File: src/shared/tcl_pkg.sv
// Purpose: Constants for the tester control latch bank
// Assumes: 20 MHz system clock
// Notes:   Latch groups are three bits wide, eight groups in all
package tcl_pkg;
    // Clock
    localparam int CLOCK_PERIOD_NS = 50;

    // Setup word layout
    localparam int WORD_W        = 8;
    localparam int GROUP_SEL_HI  = 5;
    localparam int GROUP_SEL_LO  = 3;
    localparam int GROUP_VAL_HI  = 2;
    localparam int GROUP_VAL_LO  = 0;
    localparam int GROUP_W       = 3;
    localparam int GROUP_COUNT   = 8;

    // Shared-memory address of the setup word, presented by pull-ups
    localparam int          ADDR_W             = 11;
    localparam logic [10:0] LATCH_SETUP_WORD_ADDR = 11'h7FF;

    // Group indices
    localparam logic [2:0] GRP_CLOCK_RATE = 3'h0;
    localparam logic [2:0] GRP_DRIVE      = 3'h1;
    localparam logic [2:0] GRP_MODE       = 3'h2;
    localparam logic [2:0] GRP_RESET_DIV  = 3'h3;
    localparam logic [2:0] GRP_TRANSFER   = 3'h4;
    localparam logic [2:0] GRP_POWER      = 3'h5;
    localparam logic [2:0] GRP_RESULT     = 3'h6;
    localparam logic [2:0] GRP_STROBE     = 3'h7;

    // Bit positions inside a group
    localparam int BIT_HI  = 2;
    localparam int BIT_MID = 1;
    localparam int BIT_LO  = 0;

    // Reset image, group 7 in the top bits: drivers off, part held in reset
    localparam logic [23:0] LATCH_RESET = 24'h586070;

    // Oscillator periods in system clocks per rate code
    localparam logic [6:0] OSC_PER_0P25 = 7'h50;
    localparam logic [6:0] OSC_PER_0P5  = 7'h28;
    localparam logic [6:0] OSC_PER_1    = 7'h14;
    localparam logic [6:0] OSC_PER_2    = 7'h0A;
    localparam logic [6:0] OSC_PER_4    = 7'h05;

    // Prescale ratios
    localparam logic [5:0] DIV_32 = 6'h20;
    localparam logic [5:0] DIV_16 = 6'h10;
    localparam logic [5:0] DIV_8  = 6'h08;
    localparam logic [5:0] DIV_4  = 6'h04;

    // Bit strobe delays, least times rounded up
    localparam int STROBE_FAST_NS = 200;
    localparam int STROBE_SLOW_NS = 1000;
    localparam int STROBE_FAST_CYC = (STROBE_FAST_NS + CLOCK_PERIOD_NS - 1) / CLOCK_PERIOD_NS;
    localparam int STROBE_SLOW_CYC = (STROBE_SLOW_NS + CLOCK_PERIOD_NS - 1) / CLOCK_PERIOD_NS;

    // Fixed trace clock, 0.5 MHz
    localparam int TRACE_PERIOD_NS  = 2000;
    localparam int TRACE_HALF_CYC   = TRACE_PERIOD_NS / CLOCK_PERIOD_NS / 2;
endpackage : tcl_pkg

File: src/design/tcl_bit_timing.sv
// Purpose: Oscillator, bit clock and delayed bit strobe generation
// Assumes: One system clock domain
// Notes:   Rates are integer divisions of the system clock
`timescale 1ns/10ps
`default_nettype none
module tcl_bit_timing (
    input  wire logic       clock,
    input  wire logic       arst_n,
    input  wire logic       run,
    input  wire logic [2:0] rate_sel,
    input  wire logic [1:0] prescale_sel,
    input  wire logic       slow_strobe,
    input  wire logic       doubled,
    output logic            osc_clk,
    output logic            bit_clk,
    output logic            bit_strobe
);
    logic [6:0]  osc_cnt;
    logic [6:0]  osc_per;
    logic [5:0]  div;
    logic [5:0]  bit_cnt;
    logic        osc_tick;
    logic        bit_rise;
    logic        half_rise;
    logic [tcl_pkg::STROBE_SLOW_CYC-1:0] pipe;

    // Rate code to oscillator period; top codes are the low-power rates
    always_comb begin
        case (rate_sel)
            3'h0:    osc_per = tcl_pkg::OSC_PER_0P25;
            3'h1:    osc_per = tcl_pkg::OSC_PER_0P5;
            3'h2:    osc_per = tcl_pkg::OSC_PER_1;
            3'h3:    osc_per = tcl_pkg::OSC_PER_2;
            3'h4:    osc_per = tcl_pkg::OSC_PER_4;
            3'h5:    osc_per = tcl_pkg::OSC_PER_1;
            3'h6:    osc_per = tcl_pkg::OSC_PER_2;
            default: osc_per = tcl_pkg::OSC_PER_0P25; // Unused code, slowest rate
        endcase
    end

    // Prescale code to bit-clock divider
    always_comb begin
        case (prescale_sel)
            2'h0:    div = tcl_pkg::DIV_32;
            2'h1:    div = tcl_pkg::DIV_16;
            2'h2:    div = tcl_pkg::DIV_8;
            default: div = tcl_pkg::DIV_4;
        endcase
    end

    assign osc_tick  = (osc_cnt >= osc_per - 7'h01);
    assign bit_rise  = osc_tick && (bit_cnt >= div - 6'h01);
    assign half_rise = osc_tick && (bit_cnt == (div >> 1) - 6'h01);

    // Oscillator counter; a rate change applies at once, to the period in progress
    always_ff @(posedge clock or negedge arst_n) begin
        if (!arst_n) begin
            osc_cnt <= 7'h00;
            osc_clk <= 1'b0;
        end else if (!run) begin
            osc_cnt <= 7'h00;
            osc_clk <= 1'b0;
        end else begin
            osc_cnt <= osc_tick ? 7'h00 : osc_cnt + 7'h01;
            osc_clk <= osc_tick || (osc_cnt + 7'h01 < (osc_per >> 1));
        end
    end

    // Bit clock divider
    always_ff @(posedge clock or negedge arst_n) begin
        if (!arst_n) begin
            bit_cnt <= 6'h00;
            bit_clk <= 1'b0;
        end else if (!run) begin
            bit_cnt <= 6'h00;
            bit_clk <= 1'b0;
        end else if (osc_tick) begin
            bit_cnt <= bit_rise ? 6'h00 : bit_cnt + 6'h01;
            bit_clk <= bit_rise || (bit_cnt + 6'h01 < (div >> 1));
        end
    end

    // Strobe delay line; a shift line lets two strobes per bit overlap
    always_ff @(posedge clock or negedge arst_n) begin
        if (!arst_n) begin
            pipe       <= '0;
            bit_strobe <= 1'b0;
        end else begin
            pipe <= {pipe[tcl_pkg::STROBE_SLOW_CYC-2:0], bit_rise || (doubled && half_rise)};
            // Tap at the full count so the strobe lags the bit clock by the whole delay
            bit_strobe <= slow_strobe ? pipe[tcl_pkg::STROBE_SLOW_CYC-1]
                                      : pipe[tcl_pkg::STROBE_FAST_CYC-1];
        end
    end
endmodule : tcl_bit_timing
`default_nettype wire

File: src/design/tcl_latch_bank.sv
// Purpose: Tester control latch bank with decoded control outputs
// Assumes: Host strobe and reset lines are synchronous to CLOCK
// Notes:   Latches load only while board and part are both in reset
`timescale 1ns/10ps
`default_nettype none
module tcl_latch_bank (
    input  wire logic        CLOCK,
    input  wire logic        ARST_N,
    input  wire logic        HOST_TARGET_RESET_N,
    input  wire logic        HOST_SYSTEM_RESET_N,
    input  wire logic        LATCH_STROBE,
    input  wire logic [7:0]  SHARED_DATA,
    input  wire logic        HALF_SPEED_FLAG_N,
    input  wire logic        START_SWITCH_STATE,
    input  wire logic        COMPARE_ERROR,
    input  wire logic        TARGET_RESET_IN,
    output logic [10:0]      ADDR_OUT,
    output logic             ADDR_OE_N,
    output logic             OSC_INPUT_PIN,
    output logic             OSC_OUTPUT_PIN_OUT,
    output logic             OSC_OUTPUT_PIN_OE_N,
    output logic             TARGET_RESET_N_OUT,
    output logic             TARGET_RESET_OE_N,
    output logic             L_IN_DRIVE_OE_N,
    output logic             SERIAL_BIT_CLOCK,
    output logic             TESTER_BIT_STROBE,
    output logic             D0_OUT,
    output logic             D0_OE_N,
    output logic [3:0]       EVENT_OUT,
    output logic             TRACE_CLOCK,
    output logic             SKIP_LINE,
    output logic             COMPARE_MODE,
    output logic             TRANSFER_ACTIVE,
    output logic             VERIFY_MODE,
    output logic             TESTER_MEM_WRITE,
    output logic             TESTER_MEM_VERIFY,
    output logic [7:0]       TESTER_MEM_DATA,
    output logic             SUPPLY_ON,
    output logic             SUPPLY_LOW_V,
    output logic             GOOD_PART,
    output logic             BAD_PART,
    output logic             TEST_DONE
);
    logic [2:0]  group_val [tcl_pkg::GROUP_COUNT];
    logic        strobe_q;
    logic        load_ok;
    logic        board_rst;
    logic        target_rst_hold;
    logic [2:0]  sel;
    logic [2:0]  val;
    logic        osc_clk;
    logic        bit_clk;
    logic        bit_strobe;
    logic        run;
    logic [10:0] pc;
    logic [5:0]  trace_cnt;
    logic        trace_clk;

    // Named latch fields
    logic [2:0]  clock_rate_select;
    logic        drive_enable_n;
    logic        osc_input_float_n;
    logic        event_route_select;
    logic        compare_select;
    logic        sync_delayed;
    logic        group_sync_n;
    logic        target_reset_n;
    logic [1:0]  prescale_select;
    logic        address_gen_clear_n;
    logic        transfer_mode_n;
    logic        verify_not_write;
    logic        retention_supply;
    logic        supply_and_clock_on;
    logic        second_clock_test;
    logic        pass_n;
    logic        fail_n;
    logic        test_done;
    logic        slow_strobe_part;
    logic        reset_float_n;
    logic        doubled_strobe_mode;

    // Field picker shared by all single-bit fields
    function automatic logic pick(input logic [2:0] g, input int pos);
        pick = g[pos];
    endfunction : pick

    // Board and target reset conditions
    assign board_rst       = !HOST_TARGET_RESET_N;
    assign target_rst_hold = !target_reset_n || !HOST_SYSTEM_RESET_N;
    assign load_ok         = board_rst && target_rst_hold;

    // Word decode: the two top bits carry nothing
    assign sel = SHARED_DATA[tcl_pkg::GROUP_SEL_HI:tcl_pkg::GROUP_SEL_LO];
    assign val = SHARED_DATA[tcl_pkg::GROUP_VAL_HI:tcl_pkg::GROUP_VAL_LO];

    // Strobe history for rising-edge capture
    always_ff @(posedge CLOCK or negedge ARST_N) begin
        if (!ARST_N) begin
            strobe_q <= 1'b0;
        end else begin
            strobe_q <= LATCH_STROBE;
        end
    end

    // One latch per group; only the addressed group takes the word
    generate
        for (genvar g = 0; g < tcl_pkg::GROUP_COUNT; g++) begin : g_latch
            always_ff @(posedge CLOCK or negedge ARST_N) begin
                if (!ARST_N) begin
                    group_val[g] <= tcl_pkg::LATCH_RESET[g*tcl_pkg::GROUP_W +: tcl_pkg::GROUP_W];
                end else if (load_ok && LATCH_STROBE && !strobe_q
                             && sel == 3'(g)) begin
                    group_val[g] <= val;
                end
            end
        end
    endgenerate

    // Field views
    assign clock_rate_select   = group_val[tcl_pkg::GRP_CLOCK_RATE];
    assign drive_enable_n      = pick(group_val[tcl_pkg::GRP_DRIVE], tcl_pkg::BIT_HI);
    assign osc_input_float_n   = pick(group_val[tcl_pkg::GRP_DRIVE], tcl_pkg::BIT_MID);
    assign event_route_select  = pick(group_val[tcl_pkg::GRP_DRIVE], tcl_pkg::BIT_LO);
    assign compare_select      = pick(group_val[tcl_pkg::GRP_MODE], tcl_pkg::BIT_HI);
    assign sync_delayed        = pick(group_val[tcl_pkg::GRP_MODE], tcl_pkg::BIT_MID);
    assign group_sync_n        = pick(group_val[tcl_pkg::GRP_MODE], tcl_pkg::BIT_LO);
    assign target_reset_n      = pick(group_val[tcl_pkg::GRP_RESET_DIV], tcl_pkg::BIT_HI);
    assign prescale_select     = group_val[tcl_pkg::GRP_RESET_DIV][tcl_pkg::BIT_MID:tcl_pkg::BIT_LO];
    assign address_gen_clear_n = pick(group_val[tcl_pkg::GRP_TRANSFER], tcl_pkg::BIT_HI);
    assign transfer_mode_n     = pick(group_val[tcl_pkg::GRP_TRANSFER], tcl_pkg::BIT_MID);
    assign verify_not_write    = pick(group_val[tcl_pkg::GRP_TRANSFER], tcl_pkg::BIT_LO);
    assign retention_supply    = pick(group_val[tcl_pkg::GRP_POWER], tcl_pkg::BIT_HI);
    assign supply_and_clock_on = pick(group_val[tcl_pkg::GRP_POWER], tcl_pkg::BIT_MID);
    assign second_clock_test   = pick(group_val[tcl_pkg::GRP_POWER], tcl_pkg::BIT_LO);
    assign pass_n              = pick(group_val[tcl_pkg::GRP_RESULT], tcl_pkg::BIT_HI);
    assign fail_n              = pick(group_val[tcl_pkg::GRP_RESULT], tcl_pkg::BIT_MID);
    assign test_done           = pick(group_val[tcl_pkg::GRP_RESULT], tcl_pkg::BIT_LO);
    assign slow_strobe_part    = pick(group_val[tcl_pkg::GRP_STROBE], tcl_pkg::BIT_HI);
    assign reset_float_n       = pick(group_val[tcl_pkg::GRP_STROBE], tcl_pkg::BIT_MID);
    assign doubled_strobe_mode = pick(group_val[tcl_pkg::GRP_STROBE], tcl_pkg::BIT_LO);

    // Timing runs whenever supply and clock are applied to the part
    assign run = supply_and_clock_on;

    tcl_bit_timing u_timing (
        .clock        (CLOCK),
        .arst_n       (ARST_N),
        .run          (run),
        .rate_sel     (clock_rate_select),
        .prescale_sel (prescale_select),
        .slow_strobe  (slow_strobe_part),
        .doubled      (doubled_strobe_mode),
        .osc_clk      (osc_clk),
        .bit_clk      (bit_clk),
        .bit_strobe   (bit_strobe)
    );

    // Pseudo program counter; held clear through board reset
    always_ff @(posedge CLOCK or negedge ARST_N) begin
        if (!ARST_N) begin
            pc <= 11'h000;
        end else if (board_rst || !address_gen_clear_n) begin
            pc <= 11'h000;
        end else if (bit_strobe) begin
            pc <= pc + 11'h001;
        end
    end

    // Address pins float during board reset so the pull-ups win
    always_ff @(posedge CLOCK or negedge ARST_N) begin
        if (!ARST_N) begin
            ADDR_OUT  <= tcl_pkg::LATCH_SETUP_WORD_ADDR;
            ADDR_OE_N <= 1'b1;
        end else begin
            ADDR_OUT  <= board_rst ? tcl_pkg::LATCH_SETUP_WORD_ADDR : pc;
            ADDR_OE_N <= board_rst;
        end
    end

    // Fixed trace clock for the synchronisation trace
    always_ff @(posedge CLOCK or negedge ARST_N) begin
        if (!ARST_N) begin
            trace_cnt <= 6'h00;
            trace_clk <= 1'b0;
        end else if (trace_cnt >= 6'(tcl_pkg::TRACE_HALF_CYC - 1)) begin
            trace_cnt <= 6'h00;
            trace_clk <= !trace_clk;
        end else begin
            trace_cnt <= trace_cnt + 6'h01;
        end
    end

    // Event routing onto the trace lines
    always_ff @(posedge CLOCK or negedge ARST_N) begin
        if (!ARST_N) begin
            EVENT_OUT   <= 4'h0;
            TRACE_CLOCK <= 1'b0;
        end else if (!event_route_select) begin
            EVENT_OUT   <= {!osc_clk, osc_clk, !bit_clk, !bit_strobe};
            TRACE_CLOCK <= trace_clk;
        end else begin
            EVENT_OUT   <= {HALF_SPEED_FLAG_N, osc_clk, START_SWITCH_STATE, COMPARE_ERROR};
            TRACE_CLOCK <= !bit_strobe;
        end
    end

    // Oscillator pin drive; float wins, then retention supply, then sync
    always_ff @(posedge CLOCK or negedge ARST_N) begin
        if (!ARST_N) begin
            OSC_OUTPUT_PIN_OUT  <= 1'b0;
            OSC_OUTPUT_PIN_OE_N <= 1'b1;
        end else if (osc_input_float_n) begin
            OSC_OUTPUT_PIN_OUT  <= 1'b0;
            OSC_OUTPUT_PIN_OE_N <= 1'b1;
        end else if (retention_supply) begin
            OSC_OUTPUT_PIN_OUT  <= 1'b1;
            OSC_OUTPUT_PIN_OE_N <= 1'b0;
        end else if (!group_sync_n) begin
            OSC_OUTPUT_PIN_OUT  <= !(sync_delayed ? bit_clk : osc_clk);
            OSC_OUTPUT_PIN_OE_N <= 1'b0;
        end else begin
            OSC_OUTPUT_PIN_OUT  <= 1'b0;
            OSC_OUTPUT_PIN_OE_N <= 1'b1;
        end
    end

    // Target clock, supply and reset
    always_ff @(posedge CLOCK or negedge ARST_N) begin
        if (!ARST_N) begin
            OSC_INPUT_PIN      <= 1'b0;
            SUPPLY_ON          <= 1'b0;
            SUPPLY_LOW_V       <= 1'b0;
            TARGET_RESET_N_OUT <= 1'b0;
            TARGET_RESET_OE_N  <= 1'b0;
            SKIP_LINE          <= 1'b0;
        end else begin
            OSC_INPUT_PIN      <= osc_clk && supply_and_clock_on;
            SUPPLY_ON          <= supply_and_clock_on || !reset_float_n;
            SUPPLY_LOW_V       <= !reset_float_n;
            TARGET_RESET_N_OUT <= !target_rst_hold;
            TARGET_RESET_OE_N  <= !reset_float_n;
            SKIP_LINE          <= !reset_float_n && TARGET_RESET_IN;
        end
    end

    // Port drivers and the strobe onto D0
    always_ff @(posedge CLOCK or negedge ARST_N) begin
        if (!ARST_N) begin
            L_IN_DRIVE_OE_N   <= 1'b1;
            D0_OUT            <= 1'b0;
            D0_OE_N           <= 1'b1;
            SERIAL_BIT_CLOCK  <= 1'b0;
            TESTER_BIT_STROBE <= 1'b0;
        end else begin
            L_IN_DRIVE_OE_N   <= drive_enable_n;
            D0_OUT            <= bit_strobe && second_clock_test;
            D0_OE_N           <= !second_clock_test;
            SERIAL_BIT_CLOCK  <= bit_clk;
            TESTER_BIT_STROBE <= bit_strobe;
        end
    end

    // Mode outputs and tester-memory transfer strobes
    always_ff @(posedge CLOCK or negedge ARST_N) begin
        if (!ARST_N) begin
            COMPARE_MODE      <= 1'b0;
            TRANSFER_ACTIVE   <= 1'b0;
            VERIFY_MODE       <= 1'b0;
            TESTER_MEM_WRITE  <= 1'b0;
            TESTER_MEM_VERIFY <= 1'b0;
            TESTER_MEM_DATA   <= 8'h00;
        end else begin
            COMPARE_MODE      <= compare_select;
            TRANSFER_ACTIVE   <= !transfer_mode_n;
            VERIFY_MODE       <= verify_not_write;
            // Transfers pause during board reset; the word bus then carries setup data
            TESTER_MEM_WRITE  <= !board_rst && !transfer_mode_n && !verify_not_write
                                 && bit_strobe;
            TESTER_MEM_VERIFY <= !board_rst && !transfer_mode_n && verify_not_write
                                 && bit_strobe;
            TESTER_MEM_DATA   <= SHARED_DATA;
        end
    end

    // Operator box and handler results
    always_ff @(posedge CLOCK or negedge ARST_N) begin
        if (!ARST_N) begin
            GOOD_PART <= 1'b0;
            BAD_PART  <= 1'b0;
            TEST_DONE <= 1'b0;
        end else begin
            GOOD_PART <= !pass_n;
            BAD_PART  <= !fail_n;
            TEST_DONE <= test_done;
        end
    end
endmodule : tcl_latch_bank
`default_nettype wire

File: config.mk
export PLATFORM = sky130hd
export DESIGN_NAME = tcl_latch_bank
export DESIGN_NICKNAME = d
export VERILOG_FILES = /design/src/shared/tcl_pkg.sv /design/src/design/tcl_bit_timing.sv /design/src/design/tcl_latch_bank.sv
export SDC_FILE = /design/constraint.sdc
export NUM_CORES = 1
export LEC_CHECK = 0
export BUFFER_PORTS_ARGS = -buffer_cell sky130_fd_sc_hd__buf_2
export CAP_MARGIN = 20
export CORE_ASPECT_RATIO = 1.1
export CORE_MARGIN = 2
export CORE_UTILIZATION = 57
export CTS_CLUSTER_SIZE = 40
export DETAILED_ROUTE_END_ITERATION = 8
export HOLD_SLACK_MARGIN = 0.08
export PLACE_DENSITY = 0.89
export SYNTH_ARGS = -nofsm -noshare
export SYNTH_HDL_FRONTEND = slang
export SYNTH_HIERARCHICAL = 1
export SYNTH_SLANG_ARGS = --single-unit
File: constraint.sdc
create_clock -name CLOCK -period 4.05 [get_ports CLOCK]
set_clock_uncertainty 0.15 [all_clocks]
set_input_delay 0.405 -clock CLOCK [delete_from_list [all_inputs] [get_ports CLOCK]]
set_output_delay 0.405 -clock CLOCK [all_outputs]
set_load 0.01 [all_outputs]
==> results by group <==
Synth
  – Post-synth EDFFs: 0
  – Synth Net Count: 441
  – Async SR Flop Fraction: 100%
  – Yosys warnings: 6
  – Area contributors post-synth: dfrtp_1, dfstp_2, mux2_2, ha_1, nor2_1
  – Sequential-to-total area share from yosys stat: 61.9%
  – Synth cell types: 50
  – Synthesized area: 5060 sq um
  – Synth top area share: 49.9%
  – Gate count of the mapped netlist: 401
  – Synth Flop Type: dfrtp_1
  – Largest area contributor in the netlist: dfrtp_1
  – Syn Area/Cell: 12.6 sq um
  – #FFs+latches synth: 124

Cells and area
  – Share of cells above drive strength 1: 30.2%
  – Antenna Cells: 0
  – NumNets Final: 531
  – Layout area overhead: 22.6%
  – Final non-filler cell total: 618
  – Highest-count cells in the layout ignoring fill and taps: dfrtp_1, buf_2, nor2_1
  – Fill count: 578
  – Commonest non-fill, non-tap cell in the layout: dfrtp_1

Global routing
  – Vias in the first global route: 3576
  – Total GRT Usage: 24.3%
  – First-pass GRT wire length: 17.5 mm
  – Largest net degree at the start of global routing: 66
  – Initial antenna violation count: 0
  – Grt total ovfl: 0

Floorplanning
  – Die outline height: 103 microns
  – Core ar.: 8740 sq um
  – Die footprint: 9650 sq um
  – Initial Utilization: 57.9%
  – I/O pins: 63
  – Horiz. Die Dim: 93.9 microns
  – Row cnt: 36

Detailed routing
  – DR WL met3: 430 microns
  – DR pass1 iterations: 4
  – DRT iter0 DRCs: 181
  – M1 WL: 4.39 mm
  – Via count: 3392
  – DR top layer: met4
  – DRC viols: 0
  – Antenna viol nets, final: 0
  – DR WL met2: 5.74 mm
  – Routed vias/inst: 5.49
  – Drt wl/cell: 17.7 microns
  – Post-Route WL: 10.9 mm

Clock tree
  – Clk Latency, worst-skew pair: 510 ps
  – Worst-path clk slew: 60 ps
  – Htree depth: 4
  – CTS Buf Count: 17
  – Max clock buf depth: 2
  – TritonCTS clock tree: built
  – Clock root cell: clkbuf_8
  – Clock sink total: 124

Worst hold path
  – Tightest Hold Check Type: flip-flop to flip-flop

Timing
  – Setup TNS Final: 0 ps
  – Relative slew margins: 47.2%
  – Crit path time final: 3310 ps
  – Endpoints failing hold: 0
  – Final setup viols: 0
  – Slew Viols, Final: 0
  – Tcrit/Tclk final: 81.7%
  – Worst-margin pin slew: 792 ps
  – RSZ-0062 raised after global routing: no
  – Fmax: 302 MHz

Pwr
  – Clk pwr share: 43.0%
  – Seq pwr share: 44.0%
  – Sw frac: 26.8%
  – Peak VDD IR: 322 uV
  – Psw: 898 uW
  – Combinational power share: 13.0%
  – P_int: 2450 uW
  – PD cells: 539 nW/um^2
  – Leakage: 0.00296 uW

Setup path
  – Largest fanout on the critical path: 12
  – WP data required: 4300 ps
  – Setup CP Type: flip-flop to flip-flop
  – Crit. End Element: flip-flop
  – Critical path launch point type: flip-flop
  – WP data arrival: 3560 ps

Run
  – Max-Cap Viols: 0

Place
  – Buffers on Ports: 62
  – # placed instances: 570
  – Dpl hpwl: 6.34 mm
  – Placer Congestion: 0.879

Run status
  – Status: completed
## metal layers
metal  track usage (%)  vias up
li1                  -     1562
met1              28.5     1706
met2              41.5       92
met3              6.65       32
met4              12.2        0
met5                 0        -
## flip-flops by register name, indices dropped and copies added, names as in the netlist, 3 cells and up
name and cells:
u_timing/osc_cnt 7, pc 11, u_timing/bit_cnt 6, clock_rate_select 3
ADDR_OUT 11, u_timing/pipe 20, TESTER_MEM_DATA 8, EVENT_OUT 4
group_val 14, trace_cnt 6
## cell usage after synthesis, types with 2 or more instances
cell type  count
dfrtp_1      101
nor2_1        28
mux2_2        26
nand2_1       26
dfstp_2       23
ha_1          23
inv_1         20
a21oi_1       14
nand3_1       14
nand2b_1      13
xor2_1        10
nand4_1        9
xnor2_1        9
o21ai_0        8
nor2b_1        7
clkbuf_1       6
mux2i_1        6
nor3_1         4
o31ai_1        4
or4_1          4
a21o_1         3
and2_1         3
nor3b_1        3
o21ai_1        3
a211oi_1       2
and3_1         2
and4b_1        2
buf_4          2
mux2_4         2
or2_2          2
or2b_1         2
or3_1          2
## final timing paths
path / slack [ps] / endpoint / from / depth (start not counted)
worst max-delay path: 740 / u_timing/bit_cnt[2] / clock_rate_select[0] / 10
worst min-delay path: 200 / u_timing/pipe[2] / u_timing/pipe[1] / 0
worst max register to register: 740 / u_timing/bit_cnt[2] / clock_rate_select[0] / 10
worst min register to register: 200 / u_timing/pipe[2] / u_timing/pipe[1] / 0
max in group asynchronous: 2430 / ADDR_OUT[4] / ARST_N / 3
min in group asynchronous: 370 / event_route_select / ARST_N / 2
## power by group through the flow
| stage | Clock (uW) | Combinational (uW) | Sequential (uW) |
|---|---|---|---|
| floorplan | 0 | 244 | 1480 |
| global placement | 0 | 394 | 1480 |
| detailed placement | 0 | 413 | 1490 |
| CTS | 1440 | 434 | 1470 |
| global route | 1520 | 486 | 1480 |
| finish | 1440 | 435 | 1470 |
## worst max-delay path: stages, from the launching register on
cell and delay [ps]:
dfrtp_1 470, xor2_1 360, nand2_1 150, ha_1 260, a21o_1 170, ha_1 250
and3_1 180, a221o_1 300, a31o_1 350, mux2_1 380, o21a_1 170
## what timing repair did
action	in CTS	in global routing
setup buffers	0	0
hold buffers	16	0
hold endpoints to repair	81	0
resized for setup	0	0
## cell type report
type | instances | area, sq um | area share [%]
sequential | 124 | 3130 | 50.4
multi-input combinational | 248 | 1810 | 29.1
timing repair buffer | 80 | 488 | 7.86
clock buffer | 17 | 414 | 6.67
clock inverter | 15 | 150 | 2.42
tap | 114 | 143 | 2.30
inverter | 20 | 75.1 | 1.21
## per-stage QoR
step	hold WS, ps	setup slack (ps)	util, %	instance area (sq um)	power (uW)
2_1_floorplan	-40.6	1240	-	5060	1730
3_3_place_gp	182	955	62.8	5480	1870
3_5_place_dp	185	868	62.8	5480	1900
4_1_cts	200	755	71.0	6210	3340
5_1_grt	204	555	71.0	6210	3490
6_report	198	743	71.0	6210	3350
## kinds of logic after synthesis
logic type               after synthesis  synth area share, %
AND/OR/NAND/NOR                      126                 13.4
flip-flops                           124                 61.9
AO/OA/AOI/OAI                         44                 5.41
multiplexers                          35                 7.79
buffers and inverters                 29                 2.45
adder cells (fa/ha/maj)               23                 5.68
XOR/XNOR                              19                 3.29
other                                  1               0.0741
Power figures use the tool's default switching activity.
